## config.mk

```make
export PLATFORM = sky130hd
export DESIGN_NAME = tpc_top
export DESIGN_NICKNAME = d
export VERILOG_FILES = /design/src/verilog/tpc_tick.v /design/src/verilog/tpc_top.v
export VERILOG_INCLUDE_DIRS = /design/src /design/src/verilog
export SDC_FILE = /design/constraint.sdc
export NUM_CORES = 2
export LEC_CHECK = 0
export BUFFER_PORTS_ARGS = -buffer_cell sky130_fd_sc_hd__buf_4
export CORE_ASPECT_RATIO = 2
export CORE_MARGIN = 2
export CORE_UTILIZATION = 60
export DETAILED_ROUTE_END_ITERATION = 10
export PLACE_DENSITY_LB_ADDON = 0.3
export SLEW_MARGIN = 5
export SYNTH_ARGS = -nofsm -noshare
export SYNTH_HDL_FRONTEND = slang
export SYNTH_HIERARCHICAL = 1
export SYNTH_SLANG_ARGS = --single-unit
```

## constraint.sdc

```tcl
create_clock -name ref_clk_i -period 105.8 [get_ports ref_clk_i]
set_input_delay 10.58 -clock ref_clk_i [delete_from_list [all_inputs] [get_ports ref_clk_i]]
set_output_delay 10.58 -clock ref_clk_i [all_outputs]
set_load 0.02 [all_outputs]
```

## src/verilog/tpc_defines.vh

```
// Register map, field positions, reset values and limits of the timer channel
`ifndef TPC_DEFINES_VH
`define TPC_DEFINES_VH
`define TPC_ADDR_CTRL 8'h00
`define TPC_ADDR_CMD 8'h04
`define TPC_ADDR_PHASE 8'h08
`define TPC_ADDR_REPC 8'h0c
`define TPC_ADDR_STATUS 8'h10
`define TPC_ADDR_CAPIDX 8'h14
`define TPC_ADDR_CAPDATA 8'h18
`define TPC_ADDR_IRQ_STAT 8'h1c
`define TPC_ADDR_IRQ_EN 8'h20
`define TPC_ADDR_IRQ_CLR 8'h24
// Control register fields
`define TPC_CTRL_MODE 0
`define TPC_CTRL_DIV_US 1
`define TPC_CTRL_OPEN_DRAIN 2
`define TPC_CTRL_IDLE_HIGH 3
`define TPC_CTRL_INVERT 4
`define TPC_CTRL_CAP_EDGE_LO 5
`define TPC_CTRL_TRIG_LO 7
`define TPC_CTRL_PIN_EDGE_LO 9
`define TPC_CTRL_RESET 11'h000
// Command bits
`define TPC_CMD_START 0
`define TPC_CMD_STOP 1
`define TPC_CMD_RESET 2
// Trigger sources and edge selections
`define TPC_TRIG_NONE 2'h0
`define TPC_TRIG_MASTER 2'h1
`define TPC_TRIG_PIN 2'h2
`define TPC_EDGE_RISE 2'h1
`define TPC_EDGE_FALL 2'h2
`define TPC_EDGE_TOGGLE 2'h0
// Interrupt bits
`define TPC_IRQ_CAPTURE 0
`define TPC_IRQ_DONE 1
`define TPC_IRQ_LIMIT 2
`define TPC_IRQ_BADPHASE 3
// Limits and timing
`define TPC_COUNT_LIMIT 16'h7ffc
`define TPC_REPC_MAX 7'h40
`define TPC_CLK_MHZ 250
`define TPC_TICK_US 1
`define TPC_TICK_MS 1
`define TPC_US_CYCLES (`TPC_TICK_US * `TPC_CLK_MHZ)
`define TPC_MS_CYCLES (`TPC_TICK_MS * 1000 * `TPC_CLK_MHZ)
`endif

```

## src/verilog/tpc_tick.v

```verilog
// Tick divider: one pulse every DIV cycles, restartable
`timescale 1ns/100ps
module tpc_tick #(
    parameter WIDTH = 18
) (
    input wire ref_clk_i,
    input wire rst_i,
    input wire clk_en_i,
    input wire clear_i,
    input wire [WIDTH-1:0] div_i,
    output reg tick_o
);
    reg [WIDTH-1:0] cnt;

    // Count up to div-1, pulse, wrap
    always @(posedge ref_clk_i or posedge rst_i) begin
        if (rst_i) begin
            cnt <= {WIDTH{1'b0}};
            tick_o <= 1'b0;
        end else if (clk_en_i) begin
            if (clear_i) begin
                cnt <= {WIDTH{1'b0}};
                tick_o <= 1'b0;
            end else if (cnt >= div_i - {{(WIDTH-1){1'b0}}, 1'b1}) begin
                cnt <= {WIDTH{1'b0}};
                tick_o <= 1'b1;
            end else begin
                cnt <= cnt + {{(WIDTH-1){1'b0}}, 1'b1};
                tick_o <= 1'b0;
            end
        end
    end
endmodule

```

## src/verilog/tpc_top.v

```verilog
// Timer channel with PWM output, triggered start and edge capture, APB registers
//
// What this block does
// - PWM repeats its two-phase pattern endlessly until stopped or reset.
// - Phase counts 0..32764 each, sum 1..32764; other writes are refused.
// - With master trigger, the start waits for the master timer start pulse.
// - With no trigger source the waveform begins at the start command.
// - Capture latches the counter on rising, falling or both pin edges.
// - Repeat count 0..64 sets capture number; 0 means 64.
// - Capture trigger may be master or pin edge; pin edge defaults toggle.
// - Trigger defaults to none; none again cancels, counting starts at start.
// - Instance two refuses the pin trigger; only master or none remain.
// - Captured values read by index 0..63, index 64 reads zero; index defaults to 0.
// - Capture stops at once when the counter would pass 32764.
// - Trigger starts the counter; earlier edges are captured as zero.
// - Status shows running and captures still remaining.
// - Inversion flips every driven level, pulses and idle alike.
//
// The APB register port and the address map were left to the implementer.
`timescale 1ns/100ps
`include "tpc_defines.vh"
module tpc_top #(
    parameter INSTANCE = 0,
    parameter CAP_DEPTH = 64,
    parameter MS_CYCLES = `TPC_MS_CYCLES,
    parameter US_CYCLES = `TPC_US_CYCLES
) (
    input wire ref_clk_i,
    input wire rst_i,
    input wire clk_en_i,
    input wire psel_i,
    input wire penable_i,
    input wire pwrite_i,
    input wire [7:0] paddr_i,
    input wire [31:0] pwdata_i,
    output reg [31:0] prdata_o,
    output reg pready_o,
    output reg pslverr_o,
    input wire timer_pin_i,
    input wire master_start_i,
    output reg timer_pin_o,
    output reg timer_pin_oe_n_o,
    output reg irq_o
);
    localparam [17:0] MS_DIV = MS_CYCLES;
    localparam [17:0] US_DIV = US_CYCLES;
    localparam [1:0] ST_IDLE = 2'h0;
    localparam [1:0] ST_ARMED = 2'h1;
    localparam [1:0] ST_RUN = 2'h2;

    reg [10:0] ctrl;
    reg [14:0] first_phase_count;
    reg [14:0] second_phase_count;
    reg [6:0] repc;
    reg [6:0] cap_index;
    reg [3:0] irq_stat;
    reg [3:0] irq_en;
    reg [1:0] state;
    reg [15:0] cnt;
    reg phase;
    reg [6:0] remaining;
    reg [6:0] wr_ptr;
    reg [14:0] cap_mem [0:CAP_DEPTH-1];
    reg pin_s1;
    reg pin_s2;
    reg pin_s3;
    reg [3:0] next_irq_stat;
    reg [31:0] rd_data;
    reg rd_err;
    integer i;

    wire acc = psel_i & penable_i & pready_o;
    wire wr = acc & pwrite_i & ~pslverr_o;
    wire cmd_wr = wr & (paddr_i == `TPC_ADDR_CMD);
    wire do_start = cmd_wr & pwdata_i[`TPC_CMD_START];
    wire do_stop = cmd_wr & pwdata_i[`TPC_CMD_STOP];
    wire do_reset = cmd_wr & pwdata_i[`TPC_CMD_RESET];
    wire mode_cap = ctrl[`TPC_CTRL_MODE];
    wire [1:0] cap_edge = ctrl[`TPC_CTRL_CAP_EDGE_LO+1:`TPC_CTRL_CAP_EDGE_LO];
    wire [1:0] trig = ctrl[`TPC_CTRL_TRIG_LO+1:`TPC_CTRL_TRIG_LO];
    wire [1:0] pin_edge = ctrl[`TPC_CTRL_PIN_EDGE_LO+1:`TPC_CTRL_PIN_EDGE_LO];
    wire rise = pin_s2 & ~pin_s3;
    wire fall = ~pin_s2 & pin_s3;
    wire tick;

    // Edge selection helper: toggle code means either edge
    function edge_hit;
        input [1:0] sel;
        input r;
        input f;
        begin
            edge_hit = (sel == `TPC_EDGE_RISE) ? r : (sel == `TPC_EDGE_FALL) ? f : (r | f);
        end
    endfunction

    wire cap_hit = mode_cap & (state != ST_IDLE) & edge_hit(cap_edge, rise, fall);
    wire pin_trig = mode_cap & (trig == `TPC_TRIG_PIN) & edge_hit(pin_edge, rise, fall);
    wire trig_evt = (trig == `TPC_TRIG_MASTER) ? master_start_i : pin_trig;
    wire [6:0] repc_eff = (repc == 7'h00) ? `TPC_REPC_MAX : repc;
    wire [15:0] phase_sum = {1'b0, pwdata_i[14:0]} + {1'b0, pwdata_i[30:16]};
    wire phase_ok = (pwdata_i[15] == 1'b0) && (pwdata_i[31] == 1'b0) &&
                    (phase_sum != 16'h0000) && (phase_sum <= `TPC_COUNT_LIMIT);
    wire [15:0] cnt_inc = cnt + 16'h0001;
    // Enable mask as it stands after this edge, so irq follows an enable write at once
    wire [3:0] next_irq_en = (wr && paddr_i == `TPC_ADDR_IRQ_EN) ? pwdata_i[3:0] : irq_en;

    // Tick source, restarted at each start and trigger
    tpc_tick #(
        .WIDTH(18)
    ) u_tick (
        .ref_clk_i(ref_clk_i),
        .rst_i(rst_i),
        .clk_en_i(clk_en_i),
        .clear_i(do_start | (state == ST_ARMED)),
        .div_i(ctrl[`TPC_CTRL_DIV_US] ? US_DIV : MS_DIV),
        .tick_o(tick)
    );

    // Pin synchroniser plus edge history
    always @(posedge ref_clk_i or posedge rst_i) begin
        if (rst_i) begin
            pin_s1 <= 1'b1; // Pull-up idle level, no false edge after reset
            pin_s2 <= 1'b1;
            pin_s3 <= 1'b1;
        end else if (clk_en_i) begin
            pin_s1 <= timer_pin_i;
            pin_s2 <= pin_s1;
            pin_s3 <= pin_s2;
        end
    end

    // Configuration registers
    always @(posedge ref_clk_i or posedge rst_i) begin
        if (rst_i) begin
            ctrl <= `TPC_CTRL_RESET;
            first_phase_count <= 15'h0000;
            second_phase_count <= 15'h0000;
            repc <= 7'h00;
            cap_index <= 7'h00;
            irq_en <= 4'h0;
        end else if (clk_en_i) begin
            if (do_reset) begin
                ctrl <= `TPC_CTRL_RESET;
                first_phase_count <= 15'h0000;
                second_phase_count <= 15'h0000;
                repc <= 7'h00;
                cap_index <= 7'h00;
            end else if (wr) begin
                case (paddr_i)
                    `TPC_ADDR_CTRL: begin
                        ctrl <= pwdata_i[10:0];
                        if (INSTANCE == 2 && pwdata_i[`TPC_CTRL_TRIG_LO+1:`TPC_CTRL_TRIG_LO] == `TPC_TRIG_PIN) begin
                            ctrl[`TPC_CTRL_TRIG_LO+1:`TPC_CTRL_TRIG_LO] <= `TPC_TRIG_NONE;
                        end
                    end
                    `TPC_ADDR_PHASE: begin
                        if (phase_ok) begin
                            first_phase_count <= pwdata_i[14:0];
                            second_phase_count <= pwdata_i[30:16];
                        end
                    end
                    `TPC_ADDR_REPC: begin
                        if (pwdata_i[6:0] <= `TPC_REPC_MAX) begin
                            repc <= pwdata_i[6:0];
                        end
                    end
                    `TPC_ADDR_CAPIDX: begin
                        if (pwdata_i[6:0] <= `TPC_REPC_MAX) begin
                            cap_index <= pwdata_i[6:0];
                        end
                    end
                    `TPC_ADDR_IRQ_EN: begin
                        irq_en <= pwdata_i[3:0];
                    end
                    default: begin
                    end
                endcase
            end
        end
    end

    // Channel sequencer: arm, run, count, capture
    always @(posedge ref_clk_i or posedge rst_i) begin
        if (rst_i) begin
            state <= ST_IDLE;
            cnt <= 16'h0000;
            phase <= 1'b0;
            remaining <= 7'h00;
            wr_ptr <= 7'h00;
            for (i = 0; i < CAP_DEPTH; i = i + 1) begin
                cap_mem[i] <= 15'h0000;
            end
        end else if (clk_en_i) begin
            if (do_stop | do_reset) begin
                state <= ST_IDLE;
                phase <= 1'b0;
            end else if (do_start) begin
                cnt <= 16'h0000;
                phase <= ~mode_cap & (first_phase_count == 15'h0000);
                remaining <= repc_eff;
                wr_ptr <= 7'h00;
                if (trig == `TPC_TRIG_NONE) begin
                    state <= ST_RUN;
                end else begin
                    state <= ST_ARMED;
                end
            end else begin
                if (state == ST_ARMED && trig_evt) begin
                    state <= ST_RUN;
                end
                // Output pattern repeats without limit
                if (state == ST_RUN && !mode_cap && tick) begin
                    if (!phase) begin
                        if (cnt_inc >= {1'b0, first_phase_count}) begin
                            cnt <= 16'h0000;
                            phase <= (second_phase_count != 15'h0000);
                        end else begin
                            cnt <= cnt_inc;
                        end
                    end else begin
                        if (cnt_inc >= {1'b0, second_phase_count}) begin
                            cnt <= 16'h0000;
                            phase <= (first_phase_count == 15'h0000);
                        end else begin
                            cnt <= cnt_inc;
                        end
                    end
                end
                // Capture counter runs only after the trigger
                if (state == ST_RUN && mode_cap && tick) begin
                    if (cnt == `TPC_COUNT_LIMIT) begin
                        state <= ST_IDLE;
                    end else begin
                        cnt <= cnt_inc;
                    end
                end
                // Latch the counter, zero while still armed
                if (cap_hit && remaining != 7'h00) begin
                    cap_mem[wr_ptr[5:0]] <= (state == ST_RUN) ? cnt[14:0] : 15'h0000;
                    wr_ptr <= wr_ptr + 7'h01;
                    remaining <= remaining - 7'h01;
                    if (remaining == 7'h01) begin
                        state <= ST_IDLE;
                    end
                end
            end
        end
    end

    // Sticky events, set wins over clear
    always @* begin
        next_irq_stat = irq_stat;
        if (wr && paddr_i == `TPC_ADDR_IRQ_CLR) begin
            next_irq_stat = irq_stat & ~pwdata_i[3:0];
        end
        if (cap_hit && remaining != 7'h00 && !(do_stop | do_reset | do_start)) begin
            next_irq_stat[`TPC_IRQ_CAPTURE] = 1'b1;
            if (remaining == 7'h01) begin
                next_irq_stat[`TPC_IRQ_DONE] = 1'b1;
            end
        end
        if (state == ST_RUN && mode_cap && tick && cnt == `TPC_COUNT_LIMIT && !(do_stop | do_reset | do_start)) begin
            next_irq_stat[`TPC_IRQ_LIMIT] = 1'b1;
        end
        if (wr && paddr_i == `TPC_ADDR_PHASE && !phase_ok) begin
            next_irq_stat[`TPC_IRQ_BADPHASE] = 1'b1;
        end
    end

    // Read multiplexer and unmapped-address decode
    always @* begin
        rd_data = 32'h0000_0000;
        rd_err = 1'b0;
        case (paddr_i)
            `TPC_ADDR_CTRL: rd_data = {21'h000000, ctrl};
            `TPC_ADDR_CMD: rd_data = 32'h0000_0000;
            `TPC_ADDR_PHASE: rd_data = {1'b0, second_phase_count, 1'b0, first_phase_count};
            `TPC_ADDR_REPC: rd_data = {25'h0000000, repc};
            `TPC_ADDR_STATUS: rd_data = {16'h0000, 1'b0, remaining, 6'h00, (state == ST_ARMED),
                                         (state != ST_IDLE)};
            `TPC_ADDR_CAPIDX: rd_data = {25'h0000000, cap_index};
            `TPC_ADDR_CAPDATA: rd_data = (cap_index < CAP_DEPTH) ?
                                         {17'h00000, cap_mem[cap_index[5:0]]} : 32'h0000_0000;
            `TPC_ADDR_IRQ_STAT: rd_data = {28'h0000000, irq_stat};
            `TPC_ADDR_IRQ_EN: rd_data = {28'h0000000, irq_en};
            `TPC_ADDR_IRQ_CLR: rd_data = 32'h0000_0000;
            default: rd_err = 1'b1;
        endcase
        if (paddr_i[1:0] != 2'h0) begin
            rd_err = 1'b1;
        end
    end

    // APB answer with one wait state, interrupt line
    always @(posedge ref_clk_i or posedge rst_i) begin
        if (rst_i) begin
            pready_o <= 1'b0;
            pslverr_o <= 1'b0;
            prdata_o <= 32'h0000_0000;
            irq_stat <= 4'h0;
            irq_o <= 1'b0;
        end else if (clk_en_i) begin
            pready_o <= psel_i & penable_i & ~pready_o;
            pslverr_o <= psel_i & penable_i & ~pready_o & rd_err;
            if (psel_i & penable_i & ~pready_o & ~pwrite_i) begin
                prdata_o <= rd_data;
            end else if (acc) begin
                prdata_o <= 32'h0000_0000;
            end
            irq_stat <= next_irq_stat;
            irq_o <= |(next_irq_stat & next_irq_en);
        end
    end

    // Pin driver: idle level, active phase, inversion, drive kind
    always @(posedge ref_clk_i or posedge rst_i) begin
        if (rst_i) begin
            timer_pin_o <= 1'b0;
            timer_pin_oe_n_o <= 1'b1;
        end else if (clk_en_i) begin
            timer_pin_o <= ctrl[`TPC_CTRL_IDLE_HIGH] ^ (~mode_cap & (state == ST_RUN) & phase) ^
                           ctrl[`TPC_CTRL_INVERT];
            if (mode_cap) begin
                timer_pin_oe_n_o <= 1'b1;
            end else if (ctrl[`TPC_CTRL_OPEN_DRAIN]) begin
                timer_pin_oe_n_o <= ctrl[`TPC_CTRL_IDLE_HIGH] ^ (~mode_cap & (state == ST_RUN) & phase) ^
                                    ctrl[`TPC_CTRL_INVERT];
            end else begin
                timer_pin_oe_n_o <= 1'b0;
            end
        end
    end
endmodule
```

==> metrics.cfg <==
[cts]
cts_htree_levels=3
clk_tree_root_cell=sky130_fd_sc_hd__clkbuf_16
cts_resized=0
numCtsBuffers=95
cts.repair_timing.setup_buffer_count=0
cts.hold.buffers_added=0
clkSlewWorstSetupHoldPaths_ns=0.07
worstSkewPairLatency_ns=0.72
cts_max_path_buffers=3
tritoncts=built
cts.sinks=1112

[synthesis]
synth.yosys.seq_area_share=0.521
postSynth.asyncResetShare=1.00
syn-mean-instance-area_um2=12.7
synthXorXnorAreaFrac=0.00590
synthDistinctLibCells=86
number_of_enable_flip_flop_cells_after_synthesis=0
main_combinational_cell_family_by_area_after_synthesis=multiplexers
muxShareOfSynthArea=0.271
post_synth_fa_ha_maj_area_fraction=0.0172
yosys_register_bits=1112
post_synthesis_instance_total=4200
ys.warnings.count=6
synth_top_flop_cell=sky130_fd_sc_hd__dfrtp_1
synth_compound_area_frac=0.0720
mappedNetlistArea_um2=53400
yosys.area_share.simple=0.0795

[floorplanning]
floorplan.core_area_um2=88200
starting_utilization_of_the_core_area=0.605
fp-row-count=154
dieWidth_um=215
die-area_um2=91600
ios=85
dieHeight_um=426

[detailed_routing]
wl_met1_um=51200
wl_um=152000
wl_met3_um=8310
drt_drc=0
first_iter_violations=2965
wire_per_inst_um=28.0
route.top_layer_used=met5
met2_length_um=77700
detailroute.via_count=35300
routed_via_density=6.52
detail_route.first_pass.iterations=6
ant_nets=0

[layout]
area_growth_pct=9.11
layout_commonest_cell=sky130_fd_sc_hd__dfrtp_1
final_cell_mix=sky130_fd_sc_hd__dfrtp_1, sky130_fd_sc_hd__mux2_2, sky130_fd_sc_hd__nand2_1, sky130_fd_sc_hd__o21ai_0, sky130_fd_sc_hd__mux4_2
final_core_utilization=0.660
layout.filler_cells=6365
num-nets-final=4284
design_area_um2=58300
fraction_of_final_layout_cells_sized_beyond_drive_strength_1=0.315

[setup_path]
critical_path.max_fanout=30
timing.critical_path.from_type=input port
critPathArrivalTime_ns=14.54
worstSetupEndpointType=flop
cp.required_ns=106.38
crit_type=input port to flop

[global_route]
vias_in_the_first_global_route=37600
first_pass_grt_wire_length_um=234000
aggregate_global_routing_overflow=0
grt_start_max_net_pins=188
grt_antenna_before_repair=3
gr-usage-all-layers=0.343

[sta]
layout_worst_path_cycle_share=0.132
timing.final.hold_violations=0
setup_total_negative_slack_ns=0
clock_skew_ns=0.0433
maxSlewHeadroom=0.152
fmax_mhz=71.7
timing_max_transition_violations_final=0
period_needed_ns=13.95
timing_worst_slew_pin_value_ns=1.27
rsz0062_at_grt=false
setup_viol=0

[placed_design]
dpl_cell_area_um2=55000
port_buffers=82
dp_hpwl_um=101000
gpl.final_weighted_congestion=1.06

[power_and_ir_drop]
share_comb_of_total_power=0.042
power_per_cell_area_nw_per_um2=14.4
proportion_of_power_drawn_by_the_clock_network=0.447
net-switching-power_uw=193
seq_power_share=0.511
power_report.internal_total_uw=648
irDropWorstVdd_uv=14.2
total_leakage_power_uw=0.0266
netSwitchingFraction=0.230

[run]
max_cap_violations=0

[worst_hold_path]
min-delay-path-class=flop to flop

[status]
run_status=completed

==> sequential cells by signal, summed over array words and instances (netlist names), 2 cells and up <==
name and flops:
cap_mem 960, prdata_o 30, u_tick/cnt 18, cnt 16, first_phase_count 15, second_phase_count 15
ctrl 11, cap_index 7, remaining 7, repc 7, wr_ptr 6, irq_en 4
irq_stat 4, state 2
==> layer usage <==
metal	GRT usage	up-vias
met3	0.0660	645
li1	-	15000
met1	0.371	18300
met4	0.272	4
met2	0.590	1327
met5	0	-
==> stage by stage <==
stage / total power (µW) / setup slack, ns / hold WS, ns / instances
3_5_place_dp: 473 / 91.32 / 0.464 / 5236
6_report: 841 / 91.85 / 0.477 / 5409
5_1_grt: 865 / 91.63 / 0.491 / 5408
4_1_cts: 845 / 92.07 / 0.479 / 5407
2_1_floorplan: 461 / 64.45 / 0.445 / 4230
3_3_place_gp: 472 / 91.37 / 0.456 / 5236
==> path summary, 6_finish.rpt <==
kind | to | slack (ns) | cells after the start | start
max reg2reg | prdata_o[14] | 100.60 | 8 | cap_index[0]
min reg2reg | cap_mem[802] | 0.48 | 2 | cap_mem[802]
max in group asynchronous | cap_mem[494] | 92.22 | 5 | rst_i
min in group asynchronous | cap_mem[930] | 9.99 | 2 | rst_i
max | first_phase_count[2] | 91.85 | 12 | pwdata_i[0]
min | cap_mem[802] | 0.48 | 2 | cap_mem[802]
==> power by group through the flow <==
| stage | Sequential [µW] | Clock (µW) | Combinational, µW |
|---|---|---|---|
| 2_1_floorplan | 438 | 0 | 23.4 |
| 3_3_place_gp | 438 | 0 | 34.5 |
| 3_5_place_dp | 438 | 0 | 35.0 |
| 4_1_cts | 430 | 379 | 35.2 |
| 5_1_grt | 430 | 395 | 39.6 |
| 6_report | 430 | 376 | 35.3 |
==> cell families (layout without fill, tap and decap cells) <==
kind of cell / after synthesis / count (layout)
flip-flops: 1112 / 1112
multiplexers: 975 / 975
AND/OR/NAND/NOR: 905 / 905
AO/OA/AOI/OAI: 660 / 660
buffers and inverters: 437 / 444
adder cells (fa/ha/maj): 73 / 73
XOR/XNOR: 36 / 36
other: 2 / 34
==> cells in the mapped netlist, drive strengths merged (4+ instances only) <==
library cell	n	area, µm²
dfrtp	1108	27700
mux2	626	7050
nand2	534	2000
o21ai	424	2130
mux4	315	7090
clkbuf	256	961
nor2	104	554
inv	101	379
buf	80	423
ha	72	901
a21oi	67	335
nand3	45	235
mux2i	34	340
nand2b	32	200
and2	29	181
nor3	29	145
nand4	26	184
xnor2	23	201
a21o	20	150
nor4	20	125
a22o	18	158
and3	18	113
or2	17	106
a31oi	15	93.8
a22oi	14	105
o211ai	14	105
or3	13	81.3
xor2	13	114
o22ai	12	75.1
o2bb2ai	10	93.8
a211oi	8	65.1
or4	8	63.8
nor2b	7	43.8
o221ai	7	61.3
a221oi	6	58.8
a222oi	6	60.1
a211o	5	43.8
nand3b	5	37.5
nor3b	5	37.5
and4	4	35.0
dfstp	4	105
o2111ai	4	35.0
o21a	4	30.0
==> worst max-delay path: stages <==
cell and delay (ns):
sky130_fd_sc_hd__buf_4 0.16, sky130_fd_sc_hd__ha_1 0.25, sky130_fd_sc_hd__fa_1 0.41, sky130_fd_sc_hd__a21o_1 0.19, sky130_fd_sc_hd__a221oi_2 0.60, sky130_fd_sc_hd__xnor2_1 0.18, sky130_fd_sc_hd__nor4_1 0.59, sky130_fd_sc_hd__nand4_1 0.16
sky130_fd_sc_hd__nor4_1 0.38, sky130_fd_sc_hd__or3_1 0.17, sky130_fd_sc_hd__buf_4 0.45, sky130_fd_sc_hd__mux2_1 0.38
==> final cells by class <==
class                   count  area, µm²  area share
clock inverters            44        628      0.0108
clock buffers             127       2670      0.0458
inverters                 101        387     0.00663
repair buffers            172       1330      0.0228
multi-input cells        2681      24000       0.411
flip-flops and latches   1112      27800       0.478
well taps                1170       1460      0.0251
diodes                      2       5.00   0.0000859
Power figures use the tool's default switching activity.
